$ cat config.mk
export PLATFORM = sky130hd
export DESIGN_NAME = clg_clock_gen
export DESIGN_NICKNAME = d
export VERILOG_FILES = /design/src/design/dummy_none.sv /design/src/design/clg_pkg.sv /design/src/design/clg_divider.sv /design/src/design/clg_clock_gen.sv
export VERILOG_INCLUDE_DIRS = /design/src /design/src/design
export SDC_FILE = /design/constraint.sdc
export NUM_CORES = 1
export LEC_CHECK = 0
export ABC_AREA = 1
export BUFFER_PORTS_ARGS = -buffer_cell sky130_fd_sc_hd__buf_2
export CORE_ASPECT_RATIO = 2
export CORE_MARGIN = 2
export CORE_UTILIZATION = 47
export DETAILED_ROUTE_END_ITERATION = 12
export HOLD_SLACK_MARGIN = 0.05
export PLACE_DENSITY = 0.87
export SLEW_MARGIN = 10
export SYNTH_ARGS = -nofsm -noshare
export SYNTH_HDL_FRONTEND = slang
export SYNTH_SLANG_ARGS = --single-unit
$ cat constraint.sdc
create_clock -name clk_i -period 2.1 [get_ports clk_i]
set_clock_uncertainty 0.15 [all_clocks]
set_input_delay 0.42 -clock clk_i [delete_from_list [all_inputs] [get_ports clk_i]]
set_output_delay 0.42 -clock clk_i [all_outputs]
set_load 0.005 [all_outputs]
$ cat src/design/clg_regs.svh
/*
 Register offsets, field positions, reset values and divisor counts
 of the clock generation unit. Included by bare name by the design files.
*/
`ifndef CLG_REGS_SVH
`define CLG_REGS_SVH

// Special function register address of the clock control register
`define CLG_CLOCK_CONTROL_ADDR 8'hF9

// Field positions inside the clock control register
`define CLG_PRESCALE_LSB 0
`define CLG_PRESCALE_MSB 2
`define CLG_DBG_ENABLE_BIT 4

// Reset value: undivided core clock, debug comparators on
`define CLG_CLOCK_CONTROL_RESET 8'h10
`define CLG_PRESCALE_RESET 3'h0
`define CLG_DBG_ENABLE_RESET 1'b1

// Divisor terminal counts (divisor minus one), one per select code
`define CLG_LIMIT_SEL0 11'h000
`define CLG_LIMIT_SEL1 11'h001
`define CLG_LIMIT_SEL2 11'h003
`define CLG_LIMIT_SEL3 11'h007
`define CLG_LIMIT_SEL4 11'h00F
`define CLG_LIMIT_SEL5 11'h01F
`define CLG_LIMIT_SEL6 11'h3FF
`define CLG_LIMIT_SEL7 11'h7FF

`endif

$ cat src/design/dummy_none.sv
/*
 Deliberately holds no module.
*/

$ cat src/design/clg_pkg.sv
/*
 Types shared by the clock generation unit: operating modes and the
 state records of the divider and of the top level.
 Assumes clg_regs.svh for the numeric constants.
*/
package clg_pkg;

    typedef enum logic [1:0] {
        CLG_MODE_RUN,
        CLG_MODE_IDLE,
        CLG_MODE_POWERDOWN
    } clg_mode_t;

    typedef struct packed {
        logic [10:0] count;
        logic tick;
    } clg_div_state_t;

    typedef struct packed {
        logic [2:0] prescale;
        logic dbg_enable;
        logic [7:0] rdata;
        logic [2:0] jtag_sync;
        logic [1:0] sync_fill;
        logic exit_pulse;
        logic periph_run;
        clg_mode_t mode;
    } clg_top_state_t;

endpackage

$ cat src/design/clg_divider.sv
/*
 Core clock divider of the clock generation unit. Produces a one-cycle
 enable every divisor oscillator cycles; the enable drives a clock gate
 downstream, so the derived clock never has a shortened phase.
 Assumes run_i and restart_i come from logic on the same clock.
*/
`timescale 1ns/10ps
`include "clg_regs.svh"

module clg_divider
    import clg_pkg::*;
(
    input wire logic clk_i,
    input wire logic reset_n_i,
    input wire logic run_i,
    input wire logic restart_i,
    input wire logic [2:0] select_i,
    output logic tick_o
);

    clg_div_state_t state_reg;
    clg_div_state_t state_next;

    // Divisors 1, 2, 4, 8, 16, 32, 1024 and 2048
    function automatic logic [10:0] limit_of(input logic [2:0] sel);
        case (sel)
            3'h0: limit_of = `CLG_LIMIT_SEL0;
            3'h1: limit_of = `CLG_LIMIT_SEL1;
            3'h2: limit_of = `CLG_LIMIT_SEL2;
            3'h3: limit_of = `CLG_LIMIT_SEL3;
            3'h4: limit_of = `CLG_LIMIT_SEL4;
            3'h5: limit_of = `CLG_LIMIT_SEL5;
            3'h6: limit_of = `CLG_LIMIT_SEL6;
            default: limit_of = `CLG_LIMIT_SEL7;
        endcase
    endfunction

    always_comb begin
        state_next = state_reg;
        state_next.tick = 1'b0;
        if (restart_i || !run_i) begin
            state_next.count = 11'h000;
        end else if (state_reg.count >= limit_of(select_i)) begin
            state_next.count = 11'h000;
            state_next.tick = 1'b1;
        end else begin
            state_next.count = state_reg.count + 11'h001;
        end
    end

    always_ff @(posedge clk_i or negedge reset_n_i) begin
        if (!reset_n_i) begin
            state_reg <= '0;
        end else begin
            state_reg <= state_next;
        end
    end

    assign tick_o = state_reg.tick;

endmodule

$ cat src/design/clg_clock_gen.sv
/*
 Clock generation unit: clock control register on the special function
 register port, core clock enable with prescaler, peripheral clock run
 enable, debug comparator enable and low-power exit on debug reset.
 Assumes clk_i is the oscillator input, the power control bits come from
 logic on clk_i, and the debug reset command toggles on the test clock.
*/
// Notes on behaviour
// - All clocks except the test clock derive from the oscillator input.
// - Reset leaves core clock undivided.
// - Prescale field picks one of eight divisors.
// - Prescale write takes effect at once.
// - Powerdown or idle stops the core clock.
// - Core clock feeds core and watchdog.
// - Peripheral clock is always undivided.
// - Peripherals divide peripheral clock themselves.
// - Peripheral clock stops only in powerdown.
// - Test port runs on external test clock.
// - Core-dependent debug unavailable while core halted.
// - Debug reset exits idle or powerdown.
// - Enable bit switches breakpoint comparators.
// - Enable bit set by reset, clearable.
`timescale 1ns/10ps
`include "clg_regs.svh"

module clg_clock_gen
    import clg_pkg::*;
(
    input wire logic clk_i,
    input wire logic reset_n_i,
    input wire logic [7:0] sfr_addr_i,
    input wire logic sfr_wr_i,
    input wire logic sfr_rd_i,
    input wire logic [7:0] sfr_wdata_i,
    input wire logic powerdown_bit_i,
    input wire logic idle_bit_i,
    input wire logic jtag_reset_toggle_i,
    output logic [7:0] sfr_rdata_o,
    output logic core_clk_en_o,
    output logic watchdog_clk_en_o,
    output logic peripheral_clk_en_o,
    output logic debug_comparator_enable_o,
    output logic debug_core_ready_o,
    output logic low_power_exit_o
);

    clg_top_state_t state_reg;
    clg_top_state_t state_next;
    logic hit;
    logic write_hit;
    logic core_run;
    logic core_tick;

    function automatic logic [7:0] pack_control(input logic [2:0] pre, input logic dbg);
        logic [7:0] v;
        v = 8'h00;
        v[`CLG_PRESCALE_MSB:`CLG_PRESCALE_LSB] = pre;
        v[`CLG_DBG_ENABLE_BIT] = dbg;
        pack_control = v;
    endfunction

    assign hit = (sfr_addr_i == `CLG_CLOCK_CONTROL_ADDR);
    assign write_hit = sfr_wr_i && hit;
    // halt core in idle or powerdown
    assign core_run = !powerdown_bit_i && !idle_bit_i;

    // divider runs straight off the oscillator
    clg_divider u_divider (
        .clk_i(clk_i),
        .reset_n_i(reset_n_i),
        .run_i(core_run),
        .restart_i(write_hit),
        .select_i(write_hit ? sfr_wdata_i[`CLG_PRESCALE_MSB:`CLG_PRESCALE_LSB]
                            : state_reg.prescale),
        .tick_o(core_tick)
    );

    always_comb begin
        state_next = state_reg;
        state_next.exit_pulse = 1'b0;
        state_next.rdata = 8'h00;
        // new prescale and enable stored on write
        if (write_hit) begin
            state_next.prescale = sfr_wdata_i[`CLG_PRESCALE_MSB:`CLG_PRESCALE_LSB];
            state_next.dbg_enable = sfr_wdata_i[`CLG_DBG_ENABLE_BIT];
        end
        // Unmapped reads return zero
        if (sfr_rd_i && hit) begin
            state_next.rdata = pack_control(state_reg.prescale, state_reg.dbg_enable);
        end
        // peripheral clock stops only in powerdown
        state_next.periph_run = !powerdown_bit_i;
        if (powerdown_bit_i) begin
            state_next.mode = CLG_MODE_POWERDOWN;
        end else if (idle_bit_i) begin
            state_next.mode = CLG_MODE_IDLE;
        end else begin
            state_next.mode = CLG_MODE_RUN;
        end
        // command crosses from the test clock domain
        state_next.jtag_sync = {state_reg.jtag_sync[1:0], jtag_reset_toggle_i};
        // Chain starts from zero, not from the pin level: no edges until it is refilled
        // Limitation: a toggle before the first clock edge after reset is lost
        if (state_reg.sync_fill != 2'h3) begin
            state_next.sync_fill = state_reg.sync_fill + 2'h1;
        end
        case (state_reg.mode)
            CLG_MODE_IDLE, CLG_MODE_POWERDOWN: begin
                state_next.exit_pulse = (state_reg.sync_fill == 2'h3)
                    && (state_reg.jtag_sync[2] ^ state_reg.jtag_sync[1]);
            end
            default: begin
                state_next.exit_pulse = 1'b0;
            end
        endcase
    end

    always_ff @(posedge clk_i or negedge reset_n_i) begin
        if (!reset_n_i) begin
            state_reg.prescale <= `CLG_PRESCALE_RESET;
            state_reg.dbg_enable <= `CLG_DBG_ENABLE_RESET;
            state_reg.rdata <= 8'h00;
            state_reg.jtag_sync <= 3'h0;
            state_reg.sync_fill <= 2'h0;
            state_reg.exit_pulse <= 1'b0;
            state_reg.periph_run <= 1'b1;
            state_reg.mode <= CLG_MODE_RUN;
        end else begin
            state_reg <= state_next;
        end
    end

    assign sfr_rdata_o = state_reg.rdata;
    // core and watchdog share one enable
    assign core_clk_en_o = core_tick;
    assign watchdog_clk_en_o = core_tick;
    // each peripheral applies its own divider
    assign peripheral_clk_en_o = state_reg.periph_run;
    assign debug_comparator_enable_o = state_reg.dbg_enable;
    // core debug only while core clock runs
    assign debug_core_ready_o = (state_reg.mode == CLG_MODE_RUN);
    assign low_power_exit_o = state_reg.exit_pulse;

endmodule

==> results.toml <==
[timing]
layout_setup_ws_ps = -221
min_period_ps = 2320
rsz0062_at_grt = "true"
fmax_mhz = 431
finalHoldViolations = 0
setup_viol = 12
relSlewSlack_pct = 57.6
drv_slew = 0
fin_crit_sh_pct = 111
worst-slew-pin-transition_ps = 637

[floorplanning]
initial_utilization_pct = 49.5
die_h_um = 82.8
num_rows = 28
die_x_um = 43.4
ioPinCount = 37
floorplan.die_area_sq_um = 3590
core_sq_um = 2940

[yosys]
netlist.area_leader.share_pct = 46.4
synth_area_leaders = "dfrtp_1, ha_1, nor2_1"
ys_seq_area_share_pct = 50.0
ys_types = 25
avgSynthCellArea_sq_um = 9.23
synth_cells = 158
ys_seq_elements = 29
yosys.area.top_type = "dfrtp_1"
syn-cell-area_sq_um = 1460
yosysWarnings = 0

[cts]
clk_latency_ps = 280
cts.root.buffer_cell = "clkbuf_8"
clock-sinks = 29
numCtsBuffers = 5
clock_path_buffers = 2
cts_tree = "done"
clkSlewWorstSetupHoldPaths_ps = 60
htree_levels = 2

[critical_path]
cp-end-kind = "flop"
start_kind = "input port"
critPathRequiredTime_ps = 2160
crit_path_max_fanout = 6
crit_arrival_ps = 2380
crit_type = "in2reg"

[finish]
largest_reg_flops = 11
design_area_sq_um = 1910
area_growth_pct = 30.8
drive_gt1_share_pct = 38.2
layout.nets = 230
n_antenna_cell = 0
final_cell_mix = "dfrtp_1, buf_2, inv_1"
layout_commonest_cell = "dfrtp_1"
nFillCells = 235

[global_routing]
grt_pass1_wl_um = 4670
antenna_found_initial = 0
grt_overflow = 0
grt_usage_pct = 17.9
grt_pass1_vias = 1179
grt_max_degree = 30

[status]
violations = "setup timing"
status = "finished with violations"

[job]
drv_cap = 0

[power_and_ir_drop]
p_leak_nw = 0.962
power_density_nw_per_um2 = 652
fin_total_pwr_mw = 1.24
vdd_drop_max_uv = 490

[route]
routed_via_density = 5.03
drt_iter0_drc = 15
drt-wirelength-per-cell_um = 12.4
vias = 1151
wirelength_um = 2830
route.detailed.drc = 0
first_pass_iters = 4
ant_nets = 0

[worst_hold_path]
hold_class = "in2reg"

[placement]
hpwl_um = 1910
port_buffers = 28
gp_congestion = 0.798
pre_cts_ws_ps = -622
placed_area_sq_um = 1660
## worst max-delay path, cell delays in order
cell and delay (ps):
buf_8 110, inv_12 40, nand2_4 40, nor2_4 150
nand3_4 120, nand2_2 80, nand2_2 100, nor2_4 140
nand2_1 80, ha_1 270, nand3_1 90, o211ai_1 110
a31oi_1 180, nand2_1 110, nand2_4 100, nand3_4 120
nor2_2 130
## final timing paths
| kind | startpoint | to | slack [ps] | depth (start not counted) |
|---|---|---|---|---|
| min reg2reg | state_next[7]$_DFF_PN0_ | state_next[8]$_DFF_PN0_ | 190 | 0 |
| max | sfr_addr_i[2] | u_divider.state_reg[9]$_DFF_PN0_ | -220 | 17 |
| max reg2reg | state_reg[18]$_DFFE_PN0N_ | u_divider.state_reg[9]$_DFF_PN0_ | -20 | 13 |
| min in group asynchronous | reset_n_i | sfr_rdata_o[0]$_DFF_PN0_ | 570 | 2 |
| max in group asynchronous | reset_n_i | state_next[7]$_DFF_PN0_ | 820 | 2 |
| min | jtag_reset_toggle_i | state_next[7]$_DFF_PN0_ | 90 | 1 |
## kinds of logic after synthesis
group	after synthesis	share of synthesized area (%)
buf+inv	33	11.3
mux	1	0.772
fa+ha+maj	9	7.73
other cells	1	0.257
compound gates	12	4.72
simple gates	66	21.0
flops	29	50.0
xor+xnor	7	4.21
## routing by layer
metal	track usage [%]	wire (um)	share of wire, %	vias up
li1	-	-	-	566
met1	15.7	960	34	556
met2	35.7	1730	61	24
met3	4.57	107	3.8	5
met4	8.18	37	1.3	0
met5	0	0	0	-
## synthesized netlist by cell type
library cell and instances:
a21oi_1 4, xor2_1 4, ha_1 9, inv_1 23, a21o_1 1, dfrtp_1 27
nand3b_1 1, nand2_1 20, o21bai_1 1, dfstp_2 2, nor2_1 24, o211ai_1 1
nand2_2 3, nand4_1 4, nor2_2 3, buf_6 1, nand3_2 2, nor2_4 1
xnor2_1 3, a31oi_1 1, conb_1 1, o21ai_0 4, buf_4 9, mux2_2 1
nand3_1 8
## repair_timing
item / CTS / global route
pin swaps: 2 / 4
hold buffers: 1 / 0
endpoints found under the hold margin: 27 / 0
endpoints found under the setup margin: 12 / 12
gates resized for setup: 11 / 9
setup buffers: 2 / 3
cloned: 1 / 0
## layout make-up
type | count | area [sq um] | share of cell area, %
clock inverters | 1 | 5.00 | 0.262
multi-input cells | 100 | 694 | 36.4
well taps | 30 | 37.5 | 1.97
flip-flops and latches | 29 | 728 | 38.2
clock buffers | 7 | 96.3 | 5.05
inverters | 23 | 104 | 5.45
repair buffers | 39 | 241 | 12.7
## where the power goes
part           internal, mW  total [mW]  leakage (nW)  switching (mW)
clock network         0.295       0.496        0.0542           0.201
registers             0.576       0.584         0.370         0.00847
logic                0.0702       0.162         0.538          0.0918
## metrics by stage
step / setup TNS, ps / hold WS (ps) / utilization (%) / std cells
finish: -2290 / 94.9 / 64.8 / 229
global route: -4850 / 89.1 / 64.8 / 229
detailed placement: -7090 / 185 / 56.5 / 214
floorplan: -1950 / -25.6 / - / 161
global placement: -5830 / 185 / 56.5 / 214
CTS: -1440 / 82.0 / 62.5 / 226
Note: power is estimated with default switching activity, not from simulation.
